[config.mk]
export PLATFORM = sky130hd
export DESIGN_NAME = vgar_regs
export DESIGN_NICKNAME = d
export VERILOG_FILES = /design/src/hw/vgar_pkg.sv /design/src/hw/vgar_regs.sv
export SDC_FILE = /design/constraint.sdc
export NUM_CORES = 1
export LEC_CHECK = 0
export ABC_AREA = 0
export ABC_CLOCK_PERIOD_IN_PS = 3300
export BUFFER_PORTS_ARGS = -buffer_cell sky130_fd_sc_hd__buf_2
export CORE_MARGIN = 4
export CORE_UTILIZATION = 57
export DETAILED_ROUTE_END_ITERATION = 10
export GPL_TIMING_DRIVEN = 0
export HOLD_SLACK_MARGIN = 0.03
export PLACE_DENSITY = 0.84
export SKIP_LAST_GASP = 1
export SLEW_MARGIN = 10
export SYNTH_ARGS = -nofsm -noshare
export SYNTH_HDL_FRONTEND = slang
export SYNTH_SLANG_ARGS = --single-unit
[constraint.sdc]
create_clock -name CLOCK_IN -period 3.3 [get_ports CLOCK_IN]
set_input_delay 0.165 -clock CLOCK_IN [delete_from_list [all_inputs] [get_ports CLOCK_IN]]
set_output_delay 0.165 -clock CLOCK_IN [all_outputs]
set_load 0.01 [all_outputs]
[src/hw/vgar_pkg.sv]
// Purpose: constants, types and field layouts of the standard register file
// Assumes: byte-wide host I/O cycles with a 16-bit port address
// Notes: all port addresses live here, with bank sizes and a few indices and bit positions
package vgar_pkg;

	// fixed host ports
	localparam logic [15:0] PORT_ATTR_W = 16'h03C0;
	localparam logic [15:0] PORT_ATTR_R = 16'h03C1;
	localparam logic [15:0] PORT_MISC_W = 16'h03C2;
	localparam logic [15:0] PORT_MISC_R = 16'h03CC;
	localparam logic [15:0] PORT_SEQ_IDX = 16'h03C4;
	localparam logic [15:0] PORT_SEQ_DAT = 16'h03C5;
	localparam logic [15:0] PORT_GFX_IDX = 16'h03CE;
	localparam logic [15:0] PORT_GFX_DAT = 16'h03CF;

	// relocatable ports: base plus low nibble
	localparam logic [15:0] BASE_MONO = 16'h03B0;
	localparam logic [15:0] BASE_COLOR = 16'h03D0;
	localparam logic [3:0] OFS_CRT_IDX = 4'h4;
	localparam logic [3:0] OFS_CRT_DAT = 4'h5;
	localparam logic [3:0] OFS_STAT1 = 4'hA;

	// bank sizes and indices
	localparam int SEQ_NUM = 5;
	localparam int CRT_NUM = 25;
	localparam int GFX_NUM = 9;
	localparam int PAL_NUM = 16;
	localparam logic [4:0] AR_MODE = 5'h10;
	localparam logic [4:0] AR_PLANE = 5'h12;
	localparam logic [4:0] CR_PROT_LAST = 5'h07;
	localparam logic [4:0] CR_VRE = 5'h11;

	// field positions
	localparam int B_IOSEL = 0;
	localparam int B_VRE_CLR = 4;
	localparam int B_VRE_EN = 5;
	localparam int B_VRE_PROT = 7;
	localparam int B_ATTR_SRC = 5;

	localparam logic [7:0] RST_VAL = 8'h00;

	// pixel clock source, coded as in the output register
	typedef enum logic [1:0] {
		PCLK_25, PCLK_28, PCLK_AUX, PCLK_45
	} vgar_pclk_e;

	typedef struct packed {
		logic color_io;
		logic vram_en;
		vgar_pclk_e pclk_sel;
		logic page_odd;
		logic hsync_neg;
		logic vsync_neg;
	} vgar_misc_s;

	typedef struct packed {
		logic async_rst_n;
		logic sync_rst_n;
		logic dot8;
		logic shift_half;
		logic dot_half;
		logic shift_quarter;
		logic screen_off;
		logic [3:0] plane_we;
		logic [5:0] font_sel;
		logic mem_256k;
		logic odd_even_n;
		logic chain4;
	} vgar_seq_s;

	typedef struct packed {
		logic [7:0] h_total;
		logic [7:0] h_disp_end;
		logic [7:0] h_blank_start;
		logic [9:0] v_total;
		logic [9:0] v_disp_end;
		logic [9:0] v_sync_start;
		logic [9:0] v_blank_start;
		logic [9:0] line_cmp;
		logic [15:0] start_addr;
		logic refresh5;
		logic row0_sub_n;
		logic row1_sub_n;
		logic wrap_256k;
		logic counters_run;
	} vgar_crt_s;

	typedef struct packed {
		logic [3:0] set_reset;
		logic [3:0] sr_enable;
		logic [3:0] cmp_value;
		logic [3:0] dont_care;
		logic [2:0] rotate;
		logic [1:0] func;
		logic [1:0] read_map;
		logic [1:0] write_mode;
		logic read_cmp;
		logic [7:0] bit_mask;
		logic [19:0] win_base;
		logic [19:0] win_top;
	} vgar_gfx_s;

endpackage

[src/hw/vgar_regs.sv]
// Purpose: standard display register file reached by host byte I/O cycles
// Assumes: IO_WR_IN and IO_RD_IN are one-cycle strobes, one per access
// Notes: read data is registered and valid the cycle after the strobe
// Function
// - crt index/data and status 1 sit at mono or color base per output bit 0
// - output bits 3:2 pick 25 MHz, 28 MHz, auxiliary or 45 MHz pixel clock
// - output bits 6 and 7 set hsync and vsync polarity, 1 is negative
// - status 0 bit 7 shows pending interrupt, bit 4 selected switch sense
// - status 1 bit 0 low in display, bit 3 retrace, bits 5:4 muxed palette
// - host writes sequencer index, data port then reaches the indexed register
// - sequencer reset bits 0 and 1 hold async and sync resets when 0
// - clocking mode selects 9/8 dots, halving, quarter load and screen off
// - map mask bits enable host writes to planes 0 to 3
// - memory mode picks 64K/256K, odd/even addressing and chain-4
// - vertical values are 10 bits built from overflow and max scan line
// - retrace end bit 4 written 0 clears interrupt, bit 5 enables it
// - retrace end bit 6 picks 3 or 5 refreshes, bit 7 protects crt 00-07
// - mode control bit 7 low holds retrace counters in reset
// - mode control wraps at address bit 13 or 15, row scan substitution
// - data rotate gives rotate count and latch logic function
// - graphics mode bits 1:0 select the write mode
// - graphics mode bit 3 picks map-select read or color-compare read
// - graphics misc bits 3:2 choose the host memory window
// - attribute index bit 5 hands palette to host or display pipeline
`timescale 1ns/1ps

module vgar_regs
	import vgar_pkg::*;
(
	// clock and reset
	input wire logic CLOCK_IN,
	input wire logic RESET_N_IN,
	// host i/o cycle
	input wire logic [15:0] IO_ADDR_IN,
	input wire logic IO_WR_IN,
	input wire logic IO_RD_IN,
	input wire logic [7:0] IO_WDATA_IN,
	output logic [7:0] IO_RDATA_OUT,
	output logic IO_HIT_OUT,
	// status from timing and pixel pipelines
	input wire logic VRETRACE_IN,
	input wire logic DISPLAY_ACTIVE_IN,
	input wire logic [7:0] PIXEL_BITS_IN,
	input wire logic [3:0] SWITCH_SENSE_IN,
	input wire logic [3:0] PAL_INDEX_IN,
	// decoded configuration
	output vgar_misc_s MISC_CFG_OUT,
	output vgar_seq_s SEQ_CFG_OUT,
	output vgar_crt_s CRT_CFG_OUT,
	output vgar_gfx_s GFX_CFG_OUT,
	output logic [7:0] ATTR_MODE_OUT,
	output logic PAL_VIDEO_OUT,
	output logic [5:0] PAL_DATA_OUT,
	output logic VINT_OUT
);

	// writable bits of each sequencer register
	function automatic logic [7:0] seq_mask(input logic [7:0] idx);
		case (idx)
			8'h00: seq_mask = 8'h03;
			8'h01: seq_mask = 8'h3D;
			8'h02: seq_mask = 8'h0F;
			8'h03: seq_mask = 8'h3F;
			8'h04: seq_mask = 8'h0E;
			default: seq_mask = 8'h00;
		endcase
	endfunction

	// writable bits of each crt register
	function automatic logic [7:0] crt_mask(input logic [4:0] idx);
		case (idx)
			5'h08: crt_mask = 8'h7F;
			5'h0A: crt_mask = 8'h3F;
			5'h0B: crt_mask = 8'h7F;
			5'h14: crt_mask = 8'h7F;
			5'h17: crt_mask = 8'hEF;
			default: crt_mask = (idx < CRT_NUM) ? 8'hFF : 8'h00;
		endcase
	endfunction

	// writable bits of each graphics register
	function automatic logic [7:0] gfx_mask(input logic [4:0] idx);
		case (idx)
			5'h03: gfx_mask = 8'h1F;
			5'h04: gfx_mask = 8'h03;
			5'h05: gfx_mask = 8'h7B;
			5'h08: gfx_mask = 8'hFF;
			default: gfx_mask = (idx < GFX_NUM) ? 8'h0F : 8'h00;
		endcase
	endfunction

	// register state
	logic [7:0] misc_reg;
	logic [7:0] seq_idx_reg;
	logic [4:0] crt_idx_reg;
	logic [4:0] gfx_idx_reg;
	logic [5:0] attr_idx_reg;
	logic attr_flip_reg;
	logic [7:0] seq_reg [SEQ_NUM];
	logic [7:0] crt_reg [CRT_NUM];
	logic [7:0] gfx_reg [GFX_NUM];
	logic [5:0] pal_reg [PAL_NUM];
	logic [7:0] attr_mode_reg;
	logic [5:0] attr_plane_reg;
	logic vint_reg;
	logic vr_prev_reg;
	logic [7:0] rdata_reg;
	logic [5:0] pal_out_reg;

	// port decode; the crt ports follow the i/o select bit
	logic [15:0] crt_base;
	logic crt_blk;
	logic hit_crt_idx, hit_crt_dat, hit_stat1;
	logic hit_seq_idx, hit_seq_dat, hit_gfx_idx, hit_gfx_dat;
	logic hit_attr_w, hit_attr_r, hit_misc_w, hit_misc_r;
	assign crt_base = misc_reg[B_IOSEL] ? BASE_COLOR : BASE_MONO;
	assign crt_blk = IO_ADDR_IN[15:4] == crt_base[15:4];
	assign hit_crt_idx = crt_blk && IO_ADDR_IN[3:0] == OFS_CRT_IDX;
	assign hit_crt_dat = crt_blk && IO_ADDR_IN[3:0] == OFS_CRT_DAT;
	assign hit_stat1 = crt_blk && IO_ADDR_IN[3:0] == OFS_STAT1;
	assign hit_seq_idx = IO_ADDR_IN == PORT_SEQ_IDX;
	assign hit_seq_dat = IO_ADDR_IN == PORT_SEQ_DAT;
	assign hit_gfx_idx = IO_ADDR_IN == PORT_GFX_IDX;
	assign hit_gfx_dat = IO_ADDR_IN == PORT_GFX_DAT;
	assign hit_attr_w = IO_ADDR_IN == PORT_ATTR_W;
	assign hit_attr_r = IO_ADDR_IN == PORT_ATTR_R;
	assign hit_misc_w = IO_ADDR_IN == PORT_MISC_W;
	assign hit_misc_r = IO_ADDR_IN == PORT_MISC_R;
	assign IO_HIT_OUT = hit_crt_idx | hit_crt_dat | hit_stat1
		| hit_seq_idx | hit_seq_dat | hit_gfx_idx | hit_gfx_dat
		| hit_attr_w | hit_attr_r | hit_misc_w | hit_misc_r;

	// write strobes; protection only guards crt 00 through 07
	logic crt_prot;
	logic we_seq, we_crt, we_gfx, we_attr, we_pal, we_aidx;
	logic [4:0] aidx;
	assign crt_prot = crt_reg[CR_VRE][B_VRE_PROT]
		&& crt_idx_reg <= CR_PROT_LAST;
	assign we_seq = IO_WR_IN && hit_seq_dat && seq_idx_reg < SEQ_NUM;
	assign we_crt = IO_WR_IN && hit_crt_dat && crt_idx_reg < CRT_NUM
		&& !crt_prot;
	assign we_gfx = IO_WR_IN && hit_gfx_dat && gfx_idx_reg < GFX_NUM;
	assign we_attr = IO_WR_IN && hit_attr_w;
	assign we_aidx = we_attr && !attr_flip_reg;
	assign aidx = attr_idx_reg[4:0];
	// palette is closed to the host while the display owns it
	assign we_pal = we_attr && attr_flip_reg && aidx < PAL_NUM
		&& !attr_idx_reg[B_ATTR_SRC];

	// general output and index registers
	always_ff @(posedge CLOCK_IN) begin
		if (!RESET_N_IN) begin
			misc_reg <= RST_VAL;
			seq_idx_reg <= RST_VAL;
			crt_idx_reg <= RST_VAL[4:0];
			gfx_idx_reg <= RST_VAL[4:0];
		end else begin
			if (IO_WR_IN && hit_misc_w)
				misc_reg <= IO_WDATA_IN & 8'hEF;
			if (IO_WR_IN && hit_seq_idx)
				seq_idx_reg <= IO_WDATA_IN;
			if (IO_WR_IN && hit_crt_idx)
				crt_idx_reg <= IO_WDATA_IN[4:0];
			if (IO_WR_IN && hit_gfx_idx)
				gfx_idx_reg <= IO_WDATA_IN[4:0];
		end
	end

	// sequencer bank; reserved bits never stored
	always_ff @(posedge CLOCK_IN) begin
		if (!RESET_N_IN) begin
			for (int i = 0; i < SEQ_NUM; i++)
				seq_reg[i] <= RST_VAL;
		end else if (we_seq) begin
			seq_reg[seq_idx_reg[2:0]] <= IO_WDATA_IN
				& seq_mask(seq_idx_reg);
		end
	end

	// crt bank
	always_ff @(posedge CLOCK_IN) begin
		if (!RESET_N_IN) begin
			for (int i = 0; i < CRT_NUM; i++)
				crt_reg[i] <= RST_VAL;
		end else if (we_crt) begin
			crt_reg[crt_idx_reg] <= IO_WDATA_IN & crt_mask(crt_idx_reg);
		end
	end

	// graphics bank
	always_ff @(posedge CLOCK_IN) begin
		if (!RESET_N_IN) begin
			for (int i = 0; i < GFX_NUM; i++)
				gfx_reg[i] <= RST_VAL;
		end else if (we_gfx) begin
			gfx_reg[gfx_idx_reg[3:0]] <= IO_WDATA_IN
				& gfx_mask(gfx_idx_reg);
		end
	end

	// attribute flip-flop: status 1 read forces index state
	logic rd_stat1;
	assign rd_stat1 = IO_RD_IN && hit_stat1;
	always_ff @(posedge CLOCK_IN) begin
		if (!RESET_N_IN)
			attr_flip_reg <= 1'b0;
		else if (rd_stat1)
			attr_flip_reg <= 1'b0;
		else if (we_attr)
			attr_flip_reg <= !attr_flip_reg;
	end

	// attribute index, palette and mode registers
	always_ff @(posedge CLOCK_IN) begin
		if (!RESET_N_IN) begin
			attr_idx_reg <= RST_VAL[5:0];
			attr_mode_reg <= RST_VAL;
			attr_plane_reg <= RST_VAL[5:0];
			for (int i = 0; i < PAL_NUM; i++)
				pal_reg[i] <= RST_VAL[5:0];
		end else begin
			if (we_aidx)
				attr_idx_reg <= IO_WDATA_IN[5:0];
			if (we_pal)
				pal_reg[aidx[3:0]] <= IO_WDATA_IN[5:0];
			if (we_attr && attr_flip_reg && aidx == AR_MODE)
				attr_mode_reg <= IO_WDATA_IN & 8'hEF;
			if (we_attr && attr_flip_reg && aidx == AR_PLANE)
				attr_plane_reg <= IO_WDATA_IN[5:0];
		end
	end

	// vertical interrupt: rising retrace edge sets, a write with the
	// clear bit low clears; a set in the same cycle wins
	logic vint_set, vint_clr;
	assign vint_set = VRETRACE_IN && !vr_prev_reg
		&& crt_reg[CR_VRE][B_VRE_EN];
	assign vint_clr = we_crt && crt_idx_reg == CR_VRE
		&& !IO_WDATA_IN[B_VRE_CLR];
	always_ff @(posedge CLOCK_IN) begin
		if (!RESET_N_IN) begin
			vint_reg <= 1'b0;
			vr_prev_reg <= 1'b0;
		end else begin
			vint_reg <= vint_set || (vint_reg && !vint_clr);
			vr_prev_reg <= VRETRACE_IN;
		end
	end
	assign VINT_OUT = vint_reg;

	// status bytes; the video mux picks one pixel-bit pair
	logic [1:0] vmux;
	logic [1:0] vsel;
	logic [7:0] stat0, stat1;
	assign vmux = attr_plane_reg[5:4];
	assign vsel = vmux == 2'b00 ? {PIXEL_BITS_IN[2], PIXEL_BITS_IN[0]}
		: vmux == 2'b01 ? {PIXEL_BITS_IN[5], PIXEL_BITS_IN[4]}
		: vmux == 2'b10 ? {PIXEL_BITS_IN[3], PIXEL_BITS_IN[1]}
		: {PIXEL_BITS_IN[7], PIXEL_BITS_IN[6]};
	assign stat0 = {vint_reg, 2'b00,
		SWITCH_SENSE_IN[misc_reg[3:2]], 4'h0};
	assign stat1 = {2'b00, vsel, VRETRACE_IN, 2'b00,
		!DISPLAY_ACTIVE_IN};

	// data port read values; out-of-range indices read zero
	logic [7:0] seq_rd, crt_rd, gfx_rd, attr_rd;
	assign seq_rd = seq_idx_reg < SEQ_NUM
		? seq_reg[seq_idx_reg[2:0]] : 8'h00;
	assign crt_rd = crt_idx_reg < CRT_NUM
		? crt_reg[crt_idx_reg] : 8'h00;
	assign gfx_rd = gfx_idx_reg < GFX_NUM
		? gfx_reg[gfx_idx_reg[3:0]] : 8'h00;
	assign attr_rd = aidx < PAL_NUM ? {2'b00, pal_reg[aidx[3:0]]}
		: aidx == AR_MODE ? attr_mode_reg
		: aidx == AR_PLANE ? {2'b00, attr_plane_reg}
		: 8'h00;

	// read multiplexer
	logic [7:0] rd_mux;
	assign rd_mux = hit_misc_r ? misc_reg
		: hit_misc_w ? stat0
		: hit_stat1 ? stat1
		: hit_seq_idx ? seq_idx_reg
		: hit_seq_dat ? seq_rd
		: hit_crt_idx ? {3'b000, crt_idx_reg}
		: hit_crt_dat ? crt_rd
		: hit_gfx_idx ? {3'b000, gfx_idx_reg}
		: hit_gfx_dat ? gfx_rd
		: hit_attr_w ? {2'b00, attr_idx_reg}
		: hit_attr_r ? attr_rd
		: 8'h00;

	// read data is held until the next read so slow hosts may sample late
	always_ff @(posedge CLOCK_IN) begin
		if (!RESET_N_IN)
			rdata_reg <= RST_VAL;
		else if (IO_RD_IN)
			rdata_reg <= rd_mux;
	end
	assign IO_RDATA_OUT = rdata_reg;

	// palette lookup for the display; zero while the host owns it
	always_ff @(posedge CLOCK_IN) begin
		if (!RESET_N_IN)
			pal_out_reg <= RST_VAL[5:0];
		else
			pal_out_reg <= attr_idx_reg[B_ATTR_SRC]
				? pal_reg[PAL_INDEX_IN] : 6'h00;
	end
	assign PAL_DATA_OUT = pal_out_reg;
	assign PAL_VIDEO_OUT = attr_idx_reg[B_ATTR_SRC];
	assign ATTR_MODE_OUT = attr_mode_reg;

	// general output fields
	assign MISC_CFG_OUT.color_io = misc_reg[B_IOSEL];
	assign MISC_CFG_OUT.vram_en = misc_reg[1];
	assign MISC_CFG_OUT.pclk_sel = vgar_pclk_e'(misc_reg[3:2]);
	assign MISC_CFG_OUT.page_odd = misc_reg[5];
	assign MISC_CFG_OUT.hsync_neg = misc_reg[6];
	assign MISC_CFG_OUT.vsync_neg = misc_reg[7];

	// sequencer fields
	assign SEQ_CFG_OUT.async_rst_n = seq_reg[0][0];
	assign SEQ_CFG_OUT.sync_rst_n = seq_reg[0][1];
	assign SEQ_CFG_OUT.dot8 = seq_reg[1][0];
	assign SEQ_CFG_OUT.shift_half = seq_reg[1][2];
	assign SEQ_CFG_OUT.dot_half = seq_reg[1][3];
	assign SEQ_CFG_OUT.shift_quarter = seq_reg[1][4];
	assign SEQ_CFG_OUT.screen_off = seq_reg[1][5];
	assign SEQ_CFG_OUT.plane_we = seq_reg[2][3:0];
	assign SEQ_CFG_OUT.font_sel = seq_reg[3][5:0];
	assign SEQ_CFG_OUT.mem_256k = seq_reg[4][1];
	assign SEQ_CFG_OUT.odd_even_n = seq_reg[4][2];
	assign SEQ_CFG_OUT.chain4 = seq_reg[4][3];

	// crt fields; the host's minus-5/minus-1 coding passes through as is
	logic [7:0] ovf, msl;
	assign ovf = crt_reg[7];
	assign msl = crt_reg[9];
	assign CRT_CFG_OUT.h_total = crt_reg[0];
	assign CRT_CFG_OUT.h_disp_end = crt_reg[1];
	assign CRT_CFG_OUT.h_blank_start = crt_reg[2];
	assign CRT_CFG_OUT.v_total = {ovf[5], ovf[0], crt_reg[6]};
	assign CRT_CFG_OUT.v_disp_end = {ovf[6], ovf[1], crt_reg[18]};
	assign CRT_CFG_OUT.v_sync_start = {ovf[7], ovf[2], crt_reg[16]};
	assign CRT_CFG_OUT.v_blank_start = {msl[5], ovf[3], crt_reg[21]};
	assign CRT_CFG_OUT.line_cmp = {msl[6], ovf[4], crt_reg[24]};
	assign CRT_CFG_OUT.start_addr = {crt_reg[12], crt_reg[13]};
	assign CRT_CFG_OUT.refresh5 = crt_reg[CR_VRE][6];
	assign CRT_CFG_OUT.row0_sub_n = crt_reg[23][0];
	assign CRT_CFG_OUT.row1_sub_n = crt_reg[23][1];
	assign CRT_CFG_OUT.wrap_256k = crt_reg[23][5];
	assign CRT_CFG_OUT.counters_run = crt_reg[23][7];

	// graphics fields and host memory window
	logic [1:0] win;
	assign win = gfx_reg[6][3:2];
	assign GFX_CFG_OUT.set_reset = gfx_reg[0][3:0];
	assign GFX_CFG_OUT.sr_enable = gfx_reg[1][3:0];
	assign GFX_CFG_OUT.cmp_value = gfx_reg[2][3:0];
	assign GFX_CFG_OUT.dont_care = gfx_reg[7][3:0];
	assign GFX_CFG_OUT.rotate = gfx_reg[3][2:0];
	assign GFX_CFG_OUT.func = gfx_reg[3][4:3];
	assign GFX_CFG_OUT.read_map = gfx_reg[4][1:0];
	assign GFX_CFG_OUT.write_mode = gfx_reg[5][1:0];
	assign GFX_CFG_OUT.read_cmp = gfx_reg[5][3];
	assign GFX_CFG_OUT.bit_mask = gfx_reg[8];
	assign GFX_CFG_OUT.win_base = win == 2'b10 ? 20'hB_0000
		: win == 2'b11 ? 20'hB_8000 : 20'hA_0000;
	assign GFX_CFG_OUT.win_top = win == 2'b01 ? 20'hA_FFFF
		: win == 2'b10 ? 20'hB_7FFF : 20'hB_FFFF;

endmodule

Yosys cells after proc, flatten, opt, wreduce, memory -nomap -nowiden. Memories as Yosys holds them, arrays and structs flattened. A register that Yosys moved wholly into a read port is not among the register bits. Cells that the tools add are included.

Register bits after elaboration: 55. Output and inout port bits: 221. Logic and storage cells: 185. RAM bits: 408. Memories: 4.

Memories: crt_reg (depth 25, width 8, read ports 15, clocked after memory_dff 1, write ports 25, RTL line vgar_regs.sv:100) `logic [7:0] crt_reg [CRT_NUM];`; pal_reg (depth 16, width 6, read ports 2, clocked after memory_dff 2, write ports 16, RTL line vgar_regs.sv:102) `logic [5:0] pal_reg [PAL_NUM];`; gfx_reg (depth 9, width 8, read ports 10, clocked after memory_dff 1, write ports 9, RTL line vgar_regs.sv:101) `logic [7:0] gfx_reg [GFX_NUM];`; seq_reg (depth 5, width 8, read ports 6, clocked after memory_dff 1, write ports 5, RTL line vgar_regs.sv:99) `logic [7:0] seq_reg [SEQ_NUM];`.

$lt $le $gt $ge: 6. Eq/ne operators: 33. Mux-type cells: 71. Reductions and logical operators: 46. Bitwise gates (word level): 14.

Operators with widths (count): $mux W8 (26); $eq A16 B10 Y1 const B (8); $mux W17 (3); $pmux W8 S4 (1); $pmux W6 S5 (1); $logic_and A1 B1 Y1 (28); $mux W4 (7); $eq A5 B5 Y1 const B (5); $and A8 B8 Y8 (3); $pmux W8 S3 (1); $reduce_or A8 Y1 (3); $eq A5 B4 Y1 const B (4); $mux W1 (18); $eq A8 B2 Y1 const B (2); $mux W16 (1); $mux W5 (3); $eq A12 B6 Y1 (1); $mux W6 (2); $eq A5 B3 Y1 const B (2); $lt A5 B5 Y1 const B (2); $or A1 B1 Y1 (10); $mux W3 (3); $eq A4 B3 Y1 const B (2); $eq A8 B1 Y1 const B (1); other kinds (21) (33).

Longest topological paths before layout. Gate-level depths: netlist of the first run.

Word-level depth: 15. Depth in mapped cells: 10. Mapped depth without buffers: 7.

Worst setup path after synthesis of the first run. Ideal clock, no wire load.

Path type: register -> register. Start: reg misc_reg[0]. End: mem crt_reg[18][0], enable pin. Path buffers: 1. Data arrival time: 2519 ps. Path slack: 452 ps. Library setup time: 329 ps. Cell stages (with the launch flop): 9. Data required time: 2971 ps. Path through: dfxtp_1 -> and3b_1 -> o211ai_1 -> or3b_1 -> buf_2 -> a211o_1 -> nor3b_4 -> nand2_2 -> nand2_1.

RTL lines: start, declared (RTL line vgar_regs.sv:93) `logic [7:0] misc_reg;`; start signal, assigned (RTL line vgar_regs.sv:159) `misc_reg <= IO_WDATA_IN & 8'hEF;`; end, declared (RTL line vgar_regs.sv:100).

==> metrics.yaml, run 1 <==
detailed_routing:
  dr.pass1.iters: 7
  drt-wirelength-per-cell_um: 27.1
  avgViaCountPerCell: 6.32
  drt_iter0_drc: 3401
  wl_um: 84800
  drc: 0
  ant_nets: 0
  vias: 19800
finish:
  fin_cells: 3130
  final_cell_mix: "edfxtp_1 (528), nor2_1 (335), buf_2 (229), conb_1 (214), mux4_2 (175)"
  largest_register_ffs: 256
  final_cell_area_um2: 32600
  drive_gt1_share_pct: 26.2
  fin_util_pct: 68.0
  nets: 2509
  syn2layout_area_growth_pct: 17.7
  layout_commonest_cell: "edfxtp_1"
yosys:
  yosysTopAreaCell: "edfxtp_1"
  synth_edf_count: 528
  synth_cell_types: 70
  post-synth-top-area-fraction_pct: 57.3
  synthFlopType: "edfxtp_1"
  ys_warn_count: 0
  async_reset_ff_share_pct: 0
  ys_seq_area_share_pct: 62.9
  yosys-top-cells-area: "edfxtp_1 (57%), mux4_2 (14%), dfxtp_1 (5.6%), nor2_1 (4.5%), buf_4 (2.3%)"
  synth.avg_cell_area_um2: 14.1
  syn_area_um2: 27700
  netlist_instances: 1962
  ys_seq_elements: 605
cts:
  h-tree-depth: 2
  cts_buffer_depth: 3
  cts.sinks: 605
  cts-root-buf: "clkbuf_16"
  cts_tree: "yes"
  clkTransAtPathRegs_ns: 0.06
  cts_made_buffers: 59
  worstSkewPairLatency_ns: 0.64
setup_path:
  reg2reg_setup_slack_ns: 0.02
  cp-start-kind: "flop"
  r2r_start: "misc_reg[0]"
  endpoint: "crt_reg[4][3]"
  startpoint: "misc_reg[0]"
  rr_worst_depth: 9
  cp.required_ns: 3.60
  cp_max_fo: 9
  rr_endpoint: "crt_reg[4][3]"
  crit_type: "reg2reg"
  critPathArrivalTime_ns: 3.58
  end_kind: "flop"
floorplanning:
  die_h_um: 228
  fp.dieArea_um2: 52100
  die_w_um: 228
  start_util_pct: 57.8
  rows: 80
  io_pins: 267
  fp.coreArea_um2: 47800
sta:
  slew_violations: 0
  clock_skew_ns: 0.0277
  finalSetupViolCount: 0
  relSlewSlack_pct: 6.73
  finalSetupTns_ns: 0
  hold_viol: 0
  holdWs_ns: 0.102
  worst_pin_slew_ns: 1.40
  fin_ws_ns: 0.0246
  rsz0062_at_grt: "true"
  fin_crit_sh_pct: 99.3
  period_needed_ns: 3.28
  fmax_ghz: 0.305
pwr:
  ir_drop_uv: 446
  finalPower_mw: 16.4
  cellLeakagePower_nw: 12.4
  power_density_nw_per_um2: 504
place:
  post_dp_cell_area_um2: 30300
  place.gp.congestion: 0.992
  dp.final_hpwl_um: 60900
  dp_slack_ns: -0.780
  place_inst: 3008
  numPortBuffers: 219
worst_hold_path:
  hold_path.startpoint: "PAL_INDEX_IN[3]"
  min_path_type: "in2reg"
global_route:
  met3_usage_pct: 8.75
  grt_max_degree: 16
  grt_overflow: 0
  grt_pass1_vias: 19500
  busiest_layer: "met2"
  antenna_found_initial: 6
  track_usage_pct: 31.9
  use_met2_pct: 51.3
  use_met1_pct: 40.9
  grt_pass1_wl_um: 125000
job:
  drv_cap: 0
outcome:
  outcome: "complete, no violations"
-- cells by family after synthesis --
group	after synthesis	synth area share, %
mux	225	16.1
other cells	2	0.0271
buf+inv	239	4.43
simple gates	731	12.7
compound gates	160	3.85
flops	605	62.9
-- cell usage after synthesis (all sizes together) (4+ instances only) --
master   instances
a2111oi          6
a211o            4
a211oi          10
a21oi           44
a221o            4
a221oi           5
a22oi           14
a31oi            6
and2           102
and3            18
buf            118
clkbuf          92
dfxtp           77
edfxtp         528
inv             28
mux2             9
mux2i           41
mux4           175
nand2          126
nand2b           7
nand3           38
nand3b           8
nand4            8
nor2           336
nor2b           24
nor3            21
nor3b            7
nor4             7
o211ai           5
o21a             5
o21ai           31
o221ai           4
or2              5
or3              6
or4              5
-- repair_timing --
item | in CTS | in global routing
buffers inserted | 6 | 1
gates resized for setup | 36 | 30
hold endpoints to repair | 11 | 0
pin swaps | 4 | 3
hold buffers | 5 | 0
setup endpoints to repair | 215 | 261
-- cell type report --
cell class,instances,area (um2)
flip-flops and latches,605,17400
clock buffers,80,1660
clock inverters,30,234
well taps,615,769
inverters,29,109
plain buffers,207,1160
fillers,3213,15300
multi-input cells,1330,9990
repair buffers,231,1240
diodes,3,7.51
-- worst max-delay path, stage by stage, from the launching register on --
cell and delay (ns):
dfxtp_1 0.44, and3b_1 0.21, o211ai_1 0.24, or3b_1 0.42
buf_2 0.18, a211o_2 0.42, nor3_4 0.25, buf_12 0.16
nand2_1 0.31, nand2_4 0.32
-- routing by layer --
metal	vias up	share of wire, %
met2	1676	47
li1	8083	-
met4	4	5.7
met5	-	0.025
met1	9663	33
met3	352	14
-- worst min-delay path by stage --
stage | to | slack [ns] | cells after the start
final | PAL_DATA_OUT[2] | 0.10 | 3
after CTS | PAL_DATA_OUT[2] | 0.08 | 3
after floorplan | vr_prev_reg | 0.29 | 1
after global placement | seq_idx_reg[6] | 0.46 | 2
after global routing | PAL_DATA_OUT[3] | 0.11 | 3
after detailed placement | seq_idx_reg[6] | 0.48 | 2
-- power breakdown --
part / internal (mW) / switching [mW]
Clock: 3.74 / 2.93
Combinational: 0.341 / 0.598
Sequential: 8.63 / 0.159
No activity file was read; power rests on OpenSTA's default activity.
==> run 2: changes to the inputs <==
--- a/config.mk
+++ b/config.mk
@@ -7,13 +7,13 @@
 export LEC_CHECK = 0
 export ABC_AREA = 0
 export ABC_CLOCK_PERIOD_IN_PS = 3300
-export BUFFER_PORTS_ARGS = -buffer_cell sky130_fd_sc_hd__buf_2
 export CORE_MARGIN = 4
 export CORE_UTILIZATION = 57
 export DETAILED_ROUTE_END_ITERATION = 10
+export DONT_BUFFER_PORTS = 1
 export GPL_TIMING_DRIVEN = 0
 export HOLD_SLACK_MARGIN = 0.03
-export PLACE_DENSITY = 0.84
+export PLACE_DENSITY = 0.79
 export SKIP_LAST_GASP = 1
 export SLEW_MARGIN = 10
 export SYNTH_ARGS = -nofsm -noshare
==> metrics.yaml, run 2 (same netlist as run 1, synthesis figures left out) <==
floorplanning:
  die_w_um: 228  # unchanged
  rows: 80  # unchanged
  fp.coreArea_um2: 47800  # unchanged
  fp.dieArea_um2: 52100  # unchanged
  io_pins: 267  # unchanged
  die_h_um: 228  # unchanged
  start_util_pct: 57.8  # unchanged
finish:
  final_cell_area_um2: 31500  # was 32,600 um2
  syn2layout_area_growth_pct: 13.7  # was 17.7%
  fin_util_pct: 65.7  # was 68.0%
  layout_commonest_cell: "edfxtp_1"  # unchanged
  fin_cells: 2913  # was 3,130
  final_cell_mix: "edfxtp_1 (528), nor2_1 (335), conb_1 (214), mux4_2 (175), clkbuf_1 (110)"  # was edfxtp_1 (528), nor2_1 (335), buf_2 (229), conb_1 (214), mux4_2 (175)
  nets: 2293  # was 2,509
  largest_register_ffs: 256  # unchanged
  drive_gt1_share_pct: 19.2  # was 26.2%
global_route:
  grt_overflow: 0  # unchanged
  grt_pass1_wl_um: 119000  # was 125,000 um
  antenna_found_initial: 5  # was 6
  grt_max_degree: 16  # unchanged
  track_usage_pct: 30.8  # was 31.9%
  grt_pass1_vias: 18200  # was 19.5k
sta:
  holdWs_ns: 0.0560  # was 0.102 ns
  period_needed_ns: 3.31  # was 3.28 ns
  fmax_ghz: 0.303  # was 0.305 GHz
  hold_viol: 0  # unchanged
  finalSetupViolCount: 1  # was 0
  rsz0062_at_grt: "true"  # unchanged
  slew_violations: 0  # unchanged
  worst_pin_slew_ns: 1.42  # was 1.40 ns
  finalSetupTns_ns: -0.00522  # was 0 ns
  fin_crit_sh_pct: 100  # was 99.3%
  clock_skew_ns: 0.0262  # was 0.0277 ns
  relSlewSlack_pct: 5.58  # was 6.73%
  fin_ws_ns: -0.00522  # was 0.0246 ns
setup_path:
  crit_type: "reg2reg"  # unchanged
  cpMaxStageDelayCell: "mux4_2"  # was dfxtp_1
  critPathArrivalTime_ns: 3.82  # was 3.58 ns
  cp_top_family: "buffers and inverters"  # was simple AND/OR/NAND/NOR gates
  cp.required_ns: 3.81  # was 3.60 ns
  cp-start-kind: "flop"  # unchanged
  end_kind: "flop"  # unchanged
  max_stage_delay_ns: 0.56  # was 0.44 ns
  critPathBufInv: 3  # was 2
  path_cells: "clkbuf_1 > buf_2 > buf_2 > mux4_2 > mux4_2 > a221oi_1 > o41ai_1 > nand2_1 > a21oi_1"  # was and3b_1 > o211ai_1 > or3b_1 > buf_2 > a211o_2 > nor3_4 > buf_12 > nand2_1 > nand2_4
  cp_max_fo: 10  # was 9
cts:
  cts_buffer_depth: 3  # unchanged
  worstSkewPairLatency_ns: 0.64  # about the same
  cts-root-buf: "clkbuf_16"  # unchanged
  cts_made_buffers: 59  # unchanged
  clkTransAtPathRegs_ns: 0.06  # about the same
  cts_tree: "yes"  # unchanged
  h-tree-depth: 2  # unchanged
  cts.sinks: 605  # unchanged
detailed_routing:
  drc: 0  # unchanged
  ant_nets: 0  # unchanged
  avgViaCountPerCell: 6.37  # was 6.32
  drt-wirelength-per-cell_um: 28.1  # was 27.1 um
  drt_iter0_drc: 2911  # was 3,401
  vias: 18600  # was 19.8k
  wl_um: 81800  # was 84,800 um
  dr.pass1.iters: 9  # was 7
pwr:
  power_density_nw_per_um2: 517  # was 504 nW/um2
  ir_drop_uv: 403  # was 446 uV
  cellLeakagePower_nw: 11.4  # was 12.4 nW
  finalPower_mw: 16.3  # was 16.4 mW
worst_hold_path:
  min_path_type: "in2reg"  # unchanged
place:
  post_dp_cell_area_um2: 29200  # was 30,300 um2
  dp.final_hpwl_um: 58500  # was 60,900 um
  place_inst: 2789  # was 3,008
  dp_slack_ns: -0.791  # was -0.780 ns
  place.gp.congestion: 0.997  # was 0.992
  numPortBuffers: 0  # was 219
outcome:
  outcome: "finished with violations"  # was complete, no violations
  violations: "negative setup slack"
job:
  drv_cap: 0  # unchanged
==> run 2: cell type report <==
cell class / count / area [um2]
Inverter: 29 / 109
Clock inverter: 16 / 141
Buffer: 207 / 1150
Antenna cell: 1 / 2.50
Tap cell: 615 / 769
Multi-Input combinational cell: 1330 / 9970
Fill cell: 3383 / 16400
Sequential cell: 605 / 17400
Timing Repair Buffer: 15 / 168
Clock buffer: 95 / 1750
==> run 2: layer usage <==
metal	global-route usage (%)	routed length (um)	vias up
met5	0	47	-
met4	12.8	4380	6
met3	11.4	11800	296
met2	48.3	37800	1454
met1	39.2	27700	9138
li1	-	-	7657
==> run 2: power breakdown <==
group          switching, mW  internal, mW  total (mW)
Combinational          0.512         0.278       0.790
Sequential             0.199          8.63        8.83
Clock                   2.88          3.78        6.66
Total                   3.59          12.7        16.3
==> run 2: final timing paths <==
kind | slack [ns] | cells after the start | start | endpoint
max reg2reg | -0.005 | 9 | flop | IO_RDATA_OUT[3]
min reg2reg | 0.48 | 2 | seq_idx_reg[6] | seq_idx_reg[6]
max | -0.005 | 9 | flop | IO_RDATA_OUT[3]
min | 0.06 | 2 | IO_WDATA_IN[6] | crt_reg[21][6]
==> run 2: repair_timing <==
action / 4_1_cts / 5_1_grt
pin swaps: 4 / 3
hold buffers: 7 / 0
gates resized for setup: 41 / 19
buffers inserted: 5 / 3
setup endpoints to repair: 346 / 168
endpoints found under the hold margin: 57 / 0
==> run 2: worst register-to-register path, cell delays in order, from the launching register on <==
cell and delay [ns]:
dfxtp_1 0.34, clkbuf_1 0.34, buf_2 0.37, buf_2 0.39, mux4_2 0.36, mux4_2 0.56, a221oi_1 0.39, o41ai_1 0.22
nand2_1 0.13, a21oi_1 0.08
